File: config.mk
export PLATFORM = sky130hd
export DESIGN_NAME = option_byte_clock_config
export DESIGN_NICKNAME = d
export VERILOG_FILES = /design/src/design/opt_cfg_pkg.sv /design/src/design/opt_bit_sync.sv /design/src/design/option_byte_clock_config.sv /design/src/design/stab_delay_counter.sv
export SDC_FILE = /design/constraint.sdc
export NUM_CORES = 1
export LEC_CHECK = 0
export BUFFER_PORTS_ARGS = -buffer_cell sky130_fd_sc_hd__buf_2
export CAP_MARGIN = 20
export CORE_MARGIN = 4
export CORE_UTILIZATION = 55
export DETAILED_ROUTE_END_ITERATION = 16
export GPL_TIMING_DRIVEN = 0
export PLACE_DENSITY_LB_ADDON = 0.08
export SLEW_MARGIN = 20
export SYNTH_ARGS = -nofsm -noshare
export SYNTH_HDL_FRONTEND = slang
export SYNTH_SLANG_ARGS = --single-unit
File: constraint.sdc
create_clock -name pclk -period 4.5 [get_ports pclk]
set_clock_uncertainty 0.1 [all_clocks]
set_input_delay 0.45 -clock pclk [delete_from_list [all_inputs] [get_ports pclk]]
set_output_delay 0.45 -clock pclk [all_outputs]
set_load 0.02 [all_outputs]
File: src/design/opt_cfg_pkg.sv
// constants and types shared by the option byte configuration decoder
// Functional notes
// - delay bit picks 4096 or 256 cycles
// - range field acts only with RC off
// - codes 0-3 resonator ranges, top set other
// - bit 3 low turns RC oscillator on
// - bit 2 low enables PLL halving
// - bit 1 picks times four or eight
// - bit 0 low enables PLL, else bypass
// - package field 00/01/1x gives 32/44/48 pins
// - bit 5 low enables triple slave
package opt_cfg_pkg;

    // stabilization delay lengths in cpu (= pclk) cycles
    localparam int unsigned DLY_LONG_CYC  = 4096;
    localparam int unsigned DLY_SHORT_CYC = 256;
    localparam int unsigned DLY_CNT_W     = 13;
    // edges to wait after reset release before sampling the synchronised bytes
    localparam logic [1:0]  SETTLE_CYC    = 2'h3;

    // option byte 1 bit positions
    localparam int B1_RST_DELAY = 7;
    localparam int B1_RANGE_LO  = 4;
    localparam int B1_RC_OFF    = 3;
    localparam int B1_HALVE     = 2;
    localparam int B1_FACTOR    = 1;
    localparam int B1_BYPASS    = 0;
    // option byte 3 bit positions
    localparam int B3_PKG_LO    = 6;
    localparam int B3_TRIPLE    = 5;
    localparam logic [4:0] B3_RSVD_ONES = 5'h1F;
    localparam logic [7:0] B2_RSVD_ONES = 8'hFF;

    // reset values of the captured option bytes (erased state, except bit 3 of byte 1 low)
    localparam logic [7:0] OPT1_RST = 8'hF7;
    localparam logic [7:0] OPT2_RST = 8'hFF;
    localparam logic [7:0] OPT3_RST = 8'hFF;

    // oscillator range codes
    localparam logic [2:0] RANGE_LP = 3'h0;
    localparam logic [2:0] RANGE_MP = 3'h1;
    localparam logic [2:0] RANGE_MS = 3'h2;
    localparam logic [2:0] RANGE_HS = 3'h3;

    // apb register byte offsets
    localparam int unsigned ADDR_W    = 8;
    localparam logic [7:0] REG_RAW    = 8'h00;
    localparam logic [7:0] REG_DECODE = 8'h04;
    localparam logic [7:0] REG_CTRL   = 8'h08;
    localparam logic [7:0] REG_STATUS = 8'h0C;

    // control register: bit 0 starts the halt exit delay (self clearing)
    localparam int CTRL_HALT_EXIT = 0;

    // status register fields
    localparam int ST_BUSY       = 0;
    localparam int ST_LOADED     = 1;
    localparam int ST_HALVE_BAD  = 2;
    localparam int ST_RSVD_BAD   = 3;

    // loader states
    typedef enum logic [2:0] {
        LD_SETTLE = 3'b001,
        LD_STAB   = 3'b010,
        LD_RUN    = 3'b100
    } load_state_t;

endpackage

File: src/design/opt_bit_sync.sv
// two flip-flop synchroniser for a group of slow static bits
`timescale 1ns/1ps
module opt_bit_sync
#(
    parameter int W = 8
)
(
    // clock and reset
    input  wire logic         pclk,
    input  wire logic         presetn,
    // bits in and out
    input  wire logic [W-1:0] async_in,
    output logic      [W-1:0] sync_out
);

    logic [W-1:0] meta_q;
    logic [W-1:0] meta_d;
    logic [W-1:0] stab_q;
    logic [W-1:0] stab_d;

    // a group without bits has nothing to carry
    if (W < 1)
    begin : g_bad_width
        $error("synchroniser width must be at least one");
    end

    // two stages per bit; the first stage feeds only the second
    genvar i;
    generate
        for (i = 0; i < W; i++)
        begin : g_bit
            always_comb
            begin
                meta_d[i] = async_in[i];
                stab_d[i] = meta_q[i];
            end
        end
    endgenerate

    always_ff @(posedge pclk or negedge presetn)
    begin
        if (!presetn)
        begin
            meta_q <= '0;
            stab_q <= '0;
        end
        else
        begin
            meta_q <= meta_d;
            stab_q <= stab_d;
        end
    end

    assign sync_out = stab_q;

endmodule

File: src/design/option_byte_clock_config.sv
// option byte decoder: captures bytes 1..3 after reset, decodes clock config, apb view
`timescale 1ns/1ps
module option_byte_clock_config
    import opt_cfg_pkg::*;
(
    // clock and reset
    input  wire logic              pclk,
    input  wire logic              presetn,
    // option bytes from the non-volatile array
    input  wire logic [7:0]        opt_byte1,
    input  wire logic [7:0]        opt_byte2,
    input  wire logic [7:0]        opt_byte3,
    // apb slave
    input  wire logic              psel,
    input  wire logic              penable,
    input  wire logic              pwrite,
    input  wire logic [ADDR_W-1:0] paddr,
    input  wire logic [31:0]       pwdata,
    output logic      [31:0]       prdata,
    output logic                   pready,
    output logic                   pslverr,
    // decoded configuration
    output logic                   cpu_hold,
    output logic                   config_valid,
    output logic                   long_reset_delay,
    output logic                   rc_osc_enable,
    output logic      [2:0]        osc_current_range,
    output logic                   range_low_power,
    output logic                   range_medium_power,
    output logic                   range_medium_speed,
    output logic                   range_high_speed,
    output logic                   ext_clock_select,
    output logic                   pll_enable,
    output logic                   pll_factor_eight,
    output logic                   pll_halving_enable,
    output logic                   package_32,
    output logic                   package_44,
    output logic                   package_48,
    output logic                   triple_slave_enable
);

    // synchronised option bytes
    logic [7:0]  b1_s;
    logic [7:0]  b2_s;
    logic [7:0]  b3_s;

    opt_bit_sync #(.W(24)) u_sync
    (
        .pclk     (pclk),
        .presetn  (presetn),
        .async_in ({opt_byte3, opt_byte2, opt_byte1}),
        .sync_out ({b3_s, b2_s, b1_s})
    );

    // loader state
    load_state_t state_q;
    load_state_t state_d;
    logic [1:0]  settle_q;
    logic [1:0]  settle_d;
    logic        capture;
    logic        dly_start;
    logic        dly_long;
    logic        dly_busy;
    logic        dly_done;
    logic        halt_req;

    // captured raw bytes
    logic [7:0]  raw1_q, raw1_d;
    logic [7:0]  raw2_q, raw2_d;
    logic [7:0]  raw3_q, raw3_d;

    // decoded configuration registers
    logic [15:0] cfg_q;
    logic [15:0] cfg_d;
    logic [15:0] dec;
    logic        halve_bad_q, halve_bad_d;
    logic        rsvd_bad_q, rsvd_bad_d;
    logic        hold_q, hold_d;
    logic        valid_q, valid_d;
    logic        triple_q, triple_d;

    // apb response registers
    logic [31:0] prdata_q, prdata_d;
    logic        pready_q, pready_d;
    logic        pslverr_q, pslverr_d;
    logic [31:0] rd_mux;
    logic        addr_hit;

    // decode of the synchronised bytes, loaded only at capture
    always_comb
    begin
        dec = '0;
        dec[0] = ~b1_s[B1_RST_DELAY];
        dec[1] = ~b1_s[B1_RC_OFF];
        dec[4:2] = b1_s[B1_RANGE_LO +: 3];
        if (b1_s[B1_RC_OFF])
        begin
            dec[5] = (b1_s[B1_RANGE_LO +: 3] == RANGE_LP);
            dec[6] = (b1_s[B1_RANGE_LO +: 3] == RANGE_MP);
            dec[7] = (b1_s[B1_RANGE_LO +: 3] == RANGE_MS);
            dec[8] = (b1_s[B1_RANGE_LO +: 3] == RANGE_HS);
            dec[9] = b1_s[B1_RANGE_LO + 2] & b1_s[B1_RANGE_LO + 1];
        end
        dec[10] = ~b1_s[B1_BYPASS];
        dec[11] = b1_s[B1_FACTOR];
        dec[12] = ~b1_s[B1_HALVE];
        dec[15] = b3_s[B3_PKG_LO + 1];
        dec[14] = ~b3_s[B3_PKG_LO + 1] & b3_s[B3_PKG_LO];
        dec[13] = ~b3_s[B3_PKG_LO + 1] & ~b3_s[B3_PKG_LO];
    end

    // loader sequence: settle, capture, stabilization delay, run
    always_comb
    begin
        state_d   = state_q;
        settle_d  = settle_q;
        capture   = 1'b0;
        dly_start = 1'b0;
        dly_long  = cfg_q[0];
        unique case (state_q)
            LD_SETTLE:
            begin
                settle_d = settle_q + 1'b1;
                if (settle_q == SETTLE_CYC)
                begin
                    capture   = 1'b1;
                    dly_start = 1'b1;
                    dly_long  = dec[0];
                    state_d   = LD_STAB;
                end
            end
            LD_STAB:
            begin
                if (dly_done)
                begin
                    state_d = LD_RUN;
                end
            end
            LD_RUN:
            begin
                if (halt_req)
                begin
                    dly_start = 1'b1;
                    state_d   = LD_STAB;
                end
            end
            default:
            begin
                state_d = LD_SETTLE;
            end
        endcase
    end

    stab_delay_counter u_delay
    (
        .pclk     (pclk),
        .presetn  (presetn),
        .start    (dly_start),
        .long_sel (dly_long),
        .busy     (dly_busy),
        .done     (dly_done)
    );

    // configuration registers hold from capture until the next reset
    always_comb
    begin
        raw1_d      = raw1_q;
        raw2_d      = raw2_q;
        raw3_d      = raw3_q;
        cfg_d       = cfg_q;
        halve_bad_d = halve_bad_q;
        rsvd_bad_d  = rsvd_bad_q;
        triple_d    = triple_q;
        if (capture)
        begin
            raw1_d = b1_s;
            raw2_d = b2_s;
            raw3_d = b3_s;
            cfg_d  = dec;
            triple_d = ~b3_s[B3_TRIPLE];
            halve_bad_d = ~b1_s[B1_HALVE] & ~b1_s[B1_FACTOR] & ~b1_s[B1_BYPASS];
            rsvd_bad_d = (b2_s != B2_RSVD_ONES) || (b3_s[4:0] != B3_RSVD_ONES);
        end
        // cpu held from reset until the first delay finishes, and on halt exit
        hold_d  = (state_d != LD_RUN);
        valid_d = valid_q | capture;
    end

    always_ff @(posedge pclk or negedge presetn)
    begin
        if (!presetn)
        begin
            state_q     <= LD_SETTLE;
            settle_q    <= '0;
            raw1_q      <= OPT1_RST;
            raw2_q      <= OPT2_RST;
            raw3_q      <= OPT3_RST;
            cfg_q       <= '0;
            halve_bad_q <= 1'b0;
            rsvd_bad_q  <= 1'b0;
            hold_q      <= 1'b1;
            valid_q     <= 1'b0;
            triple_q    <= 1'b0;
        end
        else
        begin
            state_q     <= state_d;
            settle_q    <= settle_d;
            raw1_q      <= raw1_d;
            raw2_q      <= raw2_d;
            raw3_q      <= raw3_d;
            cfg_q       <= cfg_d;
            halve_bad_q <= halve_bad_d;
            rsvd_bad_q  <= rsvd_bad_d;
            hold_q      <= hold_d;
            valid_q     <= valid_d;
            triple_q    <= triple_d;
        end
    end

    // apb read mux and address decode
    always_comb
    begin
        rd_mux   = '0;
        addr_hit = 1'b1;
        unique case (paddr)
            REG_RAW:    rd_mux = {8'h00, raw3_q, raw2_q, raw1_q};
            REG_DECODE: rd_mux = {16'h0000, cfg_q};
            REG_CTRL:   rd_mux = '0; // trigger only, reads zero
            REG_STATUS:
            begin
                rd_mux[ST_BUSY]      = dly_busy;
                rd_mux[ST_LOADED]    = valid_q;
                rd_mux[ST_HALVE_BAD] = halve_bad_q;
                rd_mux[ST_RSVD_BAD]  = rsvd_bad_q;
            end
            default:    addr_hit = 1'b0;
        endcase
    end

    // one wait state: pready rises one cycle into the access phase,
    // so read data and response come straight from flops
    always_comb
    begin
        pready_d  = 1'b0;
        pslverr_d = 1'b0;
        prdata_d  = prdata_q;
        halt_req  = 1'b0;
        if (psel && penable && !pready_q)
        begin
            pready_d  = 1'b1;
            pslverr_d = ~addr_hit;
            prdata_d  = (addr_hit && !pwrite) ? rd_mux : '0;
        end
        // write takes effect on the completing edge; ignored before run
        if (psel && penable && pready_q && pwrite && addr_hit &&
            paddr == REG_CTRL && pwdata[CTRL_HALT_EXIT] && state_q == LD_RUN)
        begin
            halt_req = 1'b1;
        end
    end

    always_ff @(posedge pclk or negedge presetn)
    begin
        if (!presetn)
        begin
            prdata_q  <= '0;
            pready_q  <= 1'b0;
            pslverr_q <= 1'b0;
        end
        else
        begin
            prdata_q  <= prdata_d;
            pready_q  <= pready_d;
            pslverr_q <= pslverr_d;
        end
    end

    // outputs
    assign prdata              = prdata_q;
    assign pready              = pready_q;
    assign pslverr             = pslverr_q;
    assign cpu_hold            = hold_q;
    assign config_valid        = valid_q;
    assign long_reset_delay    = cfg_q[0];
    assign rc_osc_enable       = cfg_q[1];
    assign osc_current_range   = cfg_q[4:2];
    assign range_low_power     = cfg_q[5];
    assign range_medium_power  = cfg_q[6];
    assign range_medium_speed  = cfg_q[7];
    assign range_high_speed    = cfg_q[8];
    assign ext_clock_select    = cfg_q[9];
    assign pll_enable          = cfg_q[10];
    assign pll_factor_eight    = cfg_q[11];
    assign pll_halving_enable  = cfg_q[12];
    assign package_32          = cfg_q[13];
    assign package_44          = cfg_q[14];
    assign package_48          = cfg_q[15];
    assign triple_slave_enable = triple_q; // zero until capture, like the other decoded outputs

endmodule

File: src/design/stab_delay_counter.sv
// stabilization delay counter: busy for exactly 4096 or 256 cycles after start
`timescale 1ns/1ps
module stab_delay_counter
    import opt_cfg_pkg::*;
(
    // clock and reset
    input  wire logic pclk,
    input  wire logic presetn,
    // control
    input  wire logic start,
    input  wire logic long_sel,
    // status
    output logic      busy,
    output logic      done
);

    logic [DLY_CNT_W-1:0] cnt_q;
    logic [DLY_CNT_W-1:0] cnt_d;
    logic                 busy_q;
    logic                 busy_d;
    logic                 done_q;
    logic                 done_d;

    always_comb
    begin
        cnt_d  = cnt_q;
        busy_d = busy_q;
        done_d = 1'b0;
        if (start && !busy_q)
        begin
            cnt_d  = long_sel ? DLY_CNT_W'(DLY_LONG_CYC - 1) : DLY_CNT_W'(DLY_SHORT_CYC - 1);
            busy_d = 1'b1;
        end
        else if (busy_q)
        begin
            if (cnt_q == '0)
            begin
                busy_d = 1'b0;
                done_d = 1'b1;
            end
            else
            begin
                cnt_d = cnt_q - 1'b1;
            end
        end
    end

    always_ff @(posedge pclk or negedge presetn)
    begin
        if (!presetn)
        begin
            cnt_q  <= '0;
            busy_q <= 1'b0;
            done_q <= 1'b0;
        end
        else
        begin
            cnt_q  <= cnt_d;
            busy_q <= busy_d;
            done_q <= done_d;
        end
    end

    assign busy = busy_q;
    assign done = done_q;

endmodule

; Word-level counts from Yosys, hierarchy flattened
; Index checks and enable logic that the tools add are counted.
[word_totals]
register_bits = 147
latchBits = 0
mem_bits_rw = 0
rom_bits = 0
in_bits = 69
wordCells = 98
memories = 0
[classes]
add_sub_neg = 2
n_mul = 0
div_mod_pow = 0
magnitude_cmp = 0
n_eq_ne = 14
n_shift = 0
n_mux = 28
bitwise = 15
reduce_logical = 20
[ops]
columns = operator, count
row1 = $pmux 20 s2, 1
row2 = $mux 13, 3
row3 = $mux 32, 1
row4 = $eq 8x4->1 const B, 2
row5 = $mux 1, 15
row6 = $logic_not 13->1, 1
row7 = $sub 13x1->13 const B, 1
row8 = $mux 12, 1
row9 = $pmux 4 s3, 1
row10 = $logic_and 1x1->1, 10
row11 = $eq 3x2->1 const B, 3
row12 = $mux 3, 3
row13 = $not 1->1, 9
row14 = $pmux 3 s3, 1
row15 = $eq 8x3->1 const B, 1
row16 = $logic_not 8->1, 1
row17 = $ne 8x8->1 const B, 1
row18 = $eq 3x1->1 const B, 2
row19 = $and 1x1->1, 5
row20 = $mux 5, 1
row21 = $ne 5x5->1 const B, 1
row22 = $reduce_or 4->1, 1
row23 = $eq 3x3->1 const B, 1
row24 = $logic_not 1->1, 3
row25 = 10 further kinds, 10

; Logic depth before layout (Yosys ltp)
[logic_depth]
word_depth = 13
ltp_mapped = 8
ltp_nobuf = 7

; By module
; Synthesis repeated with hierarchy kept, for this count alone.
[unflattened]
hier_cells = 463
area_unflattened_um2 = 5337.6
[modules_own_cells]
columns = mod, n_inst, cells_per_inst, area_each_um2
row1 = option_byte_clock_config, 1, 335, 3344.5
row2 = opt_bit_sync, 1, 48, 1201.2
row3 = stab_delay_counter, 1, 80, 792.0

; Worst setup path after synthesis
; Ideal clock, no wire load.
[synth_timing]
path_kind = register to register
startpoint = register u_delay.cnt_q[0]
endpoint = register u_delay.cnt_q[4]
setup_time_ns = 0.123
t_arrival_ns = 1.595
required_time_ns = 4.277
setup_slack_ns = 2.682
path_stages_with_launch = 9
path_cell_list = dfrtp_1 -> inv_1 -> ha_1 -> nor4b_1 -> a41o_1 -> buf_2 -> nor4_1 -> xnor2_1 -> nand2_1
[synth_via]
elab_chain_cells = 4
[synth_lines]
columns = element, line_no
row1 = "start, declared", stab_delay_counter.sv:17  ; logic [DLY_CNT_W-1:0] cnt_q;
row2 = "start signal, assigned", stab_delay_counter.sv:58  ; cnt_q <= cnt_d;
row3 = $sub 13x1->13, stab_delay_counter.sv:43  ; cnt_d = cnt_q - 1'b1;
row4 = $mux 13, stab_delay_counter.sv:36  ; if (cnt_q == '0)
row5 = $mux 13, stab_delay_counter.sv:34  ; else if (busy_q)
row6 = $mux 13, stab_delay_counter.sv:29  ; if (start && !busy_q)
; Several ways; a longest one is shown, not always the timed one. The select of a mux whose other input is x is not followed.
; A chain may end at the register's enable or synchronous reset.

; Worst setup path in the final report
[layout_timing]
startpoint = register u_delay.cnt_q[0]
endpoint = register u_delay.cnt_q[3]
; Same word-level chain as after synthesis.

==> results.json <==
{
  "cp_slowest_cell": "nor4b_1",
  "worstPathCellList": "inv_1 -> ha_1 -> nor4b_1 -> a41o_1 -> buf_2 -> nor4_1 -> xnor2_1 -> nand2_1",
  "vias_per_cell": 5.18,
  "ir_drop_v": 0.000258,
  "gp_congestion": 0.774,
  "clock_sinks": 139,
  "start_util": 0.560,
  "setup-violations-final": 0,
  "clk_pin_slew_ns": 0.06,
  "numCtsBuffers": 17,
  "yosysWarnings": 0,
  "dieArea_mm2": 0.0110,
  "synth_compound_area_frac": 0.0814,
  "area_growth_pct": 29.1,
  "cp.buffers_inverters": 2,
  "die_height_um": 105,
  "io_pins": 122,
  "clock.fmax_ghz": 0.459,
  "reg2regPathDepth": 8,
  "startpoint_type": "register",
  "stdcell_area_mm2": 0.00665,
  "hp-start": "paddr[4]",
  "p_leak_uw": 0.00329,
  "drive_gt1_frac": 0.276,
  "rows": 35,
  "maxCapViolCount": 0,
  "period_share": 0.484,
  "total_power_uw": 2870,
  "dpl.cell_count": 630,
  "ys_types": 49,
  "crit_family": "simple AND/OR/NAND/NOR gates",
  "wl_mm": 10.9,
  "ctsResizeCount": 0,
  "setup_tns_ns": 0,
  "syn_inst": 431,
  "finalNonFillerCells": 687,
  "insertedDiodeCount": 0,
  "power.density_mw_per_mm2": 432,
  "synth.mux.area_fraction": 0.0352,
  "rr_startpoint": "u_delay.cnt_q[0]",
  "synth_top_family_by_area": "simple AND/OR/NAND/NOR gates",
  "worstHoldPathCells": 3,
  "synth-edff-count": 0,
  "rsz0062_at_grt": "false",
  "grt_antenna_before_repair": 0,
  "numPortBuffers": 80,
  "seq_area_frac_synth": 0.681,
  "grt_max_degree": 94,
  "outcome": "complete, no violations",
  "postSynthAreaPerCell_um2": 11.9,
  "synth_adder_area_share": 0.00486,
  "r2r_end": "u_delay.cnt_q[3]",
  "hold_class": "primary input to register",
  "die_w_um": 105,
  "slew_headroom": 0.472,
  "synth-main-ff-cell": "dfrtp_1",
  "grt-ovfl-total": 0,
  "hold_end": "pslverr",
  "crit_type": "register to register",
  "crit_path_start": "u_delay.cnt_q[0]",
  "wl_per_cell_um": 15.8,
  "cts_max_path_buffers": 2,
  "async_flop_share": 1.00,
  "place_area_mm2": 0.00575,
  "dr.pass1.iters": 6,
  "root_buffer": "clkbuf_8",
  "slew_viol_final": 0,
  "dr.first_iter.drc_count": 205,
  "cp.required_ns": 4.79,
  "core_area_mm2": 0.00920,
  "worst_setup_path_end_kind": "register",
  "worst_pin_slew_ns": 0.793,
  "period_needed_ns": 2.18,
  "grt_pass1_wl_mm": 18.4,
  "hold_viol": 0,
  "h-tree-depth": 4,
  "via_count": 3558,
  "mostFrequentLayoutCells": "nand2_1 (120), dfrtp_1 (114), buf_2 (83), dfstp_2 (25), dlygate4sd3_1 (25)",
  "cp.arrival_ns": 2.47,
  "worst-path-max-fanout": 10,
  "final_nets": 634,
  "drcViolationCount": 0,
  "final_common_cell": "nand2_1",
  "slowest_delay_ns": 0.54,
  "drtAntennaViolNets": 0,
  "post_cts_buffers": 0,
  "cts_tree": "built",
  "r2r_slack_ns": 2.32,
  "first_global_vias": 3584,
  "synth_seq_cells": 139,
  "grtUsageTotal": 0.214,
  "syn-cell-area_mm2": 0.00515,
  "synth-xor-area-share": 0.0119,
  "clock_latency_ns": 0.51,
  "synth-simple-area-share": 0.153,
  "place_hpwl_mm": 7.21,
  "timing.hold.ws_ns": 0.126
}
-- through the flow --
stage               worst slack, ns   util
detailed placement             2.37  0.626
global route                   2.16  0.723
global placement               1.14  0.621
CTS                            2.35  0.723
floorplan                      2.68      -
finish                         2.32  0.723
-- sequential cells by signal, indices dropped and copies added, names as in the netlist, 3 cells and up --
signal	cells
state_q	3
cfg_q	16
u_delay.cnt_q	13
u_sync.meta_q	24
prdata	24
raw3_q	8
raw1_q	8
u_sync.sync_out	24
raw2_q	8
-- worst max path at each step --
| stage | end | slack [ns] | cells after the start |
|---|---|---|---|
| 6_report | u_delay.cnt_q[3] | 2.32 | 8 |
| 4_1_cts | u_delay.cnt_q[3] | 2.35 | 8 |
| 3_5_place_dp | u_delay.cnt_q[3] | 2.37 | 8 |
| 5_1_grt | u_delay.cnt_q[8] | 2.16 | 7 |
| 2_1_floorplan | u_delay.cnt_q[4] | 2.68 | 8 |
| 3_3_place_gp | u_sync.meta_q[1] | 1.14 | 1 |
-- Yosys cell counts, types with 2 or more instances --
cell      instances  area share
nand2_1         120       0.087
dfrtp_1         114        0.55
dfstp_2          25        0.13
mux2i_1          17       0.033
a22o_1           14       0.024
o21ai_0          14       0.014
clkbuf_1         11      0.0080
o21ai_1          10      0.0097
nor2_1            9      0.0066
buf_4             8       0.012
inv_1             8      0.0058
nand3_1           7      0.0068
nor3_1            7      0.0068
a21oi_1           6      0.0058
xnor2_1           6       0.010
nor4_1            5      0.0061
buf_2             4      0.0039
nand3b_1          3      0.0044
nor2b_1           3      0.0036
o21a_1            3      0.0044
or3_1             3      0.0036
and4_1            2      0.0034
ha_1              2      0.0049
nand4_1           2      0.0024
o31ai_1           2      0.0029
o41ai_1           2      0.0034
or2_2             2      0.0024
-- metal layers --
metal  vias up  global-route usage  share of wire
li1       1709                   -              -
met1      1734               0.303           0.46
met4         0              0.0487         0.0065
met3         7              0.0679          0.059
met2       108               0.328           0.47
met5         -                   0              0
-- power breakdown --
part           total, µW  internal (µW)  switching, µW
clock network       1490            986            503
logic               93.5           40.4           53.2
registers           1290           1270           11.4
total               2870           2300            568
-- cell type report --
cell class	count	area [µm²]
inverter	8	30.0
clock buffer	21	449
multi-input combinational	267	1500
tap	111	139
buffer	24	133
sequential	139	3510
timing repair buffer	106	688
fill	635	2550
clock inverter	11	194
-- tightest hold or removal path: stages --
cell and delay [ns]:
buf_2 0.08, nor2_1 0.05, a21oi_1 0.11
-- cell families (layout without fill, tap and decap cells) --
logic type                 Yosys count  after routing
muxes                               18             18
and+or+nand+nor                    172            172
buffers and inverters               32            170
AOI/OAI and AO/OA                   60             60
adders and majority gates            2              2
DFF                                139            139
other                                1              8
xor gates and xnor gates             7              7
-- what timing repair did --
item / 4_1_cts / 5_1_grt
hold buffers: 25 / 0
hold endpoints to repair: 62 / 0
setup endpoints to repair: 0 / 0
No activity file was read; power rests on OpenSTA's default activity.
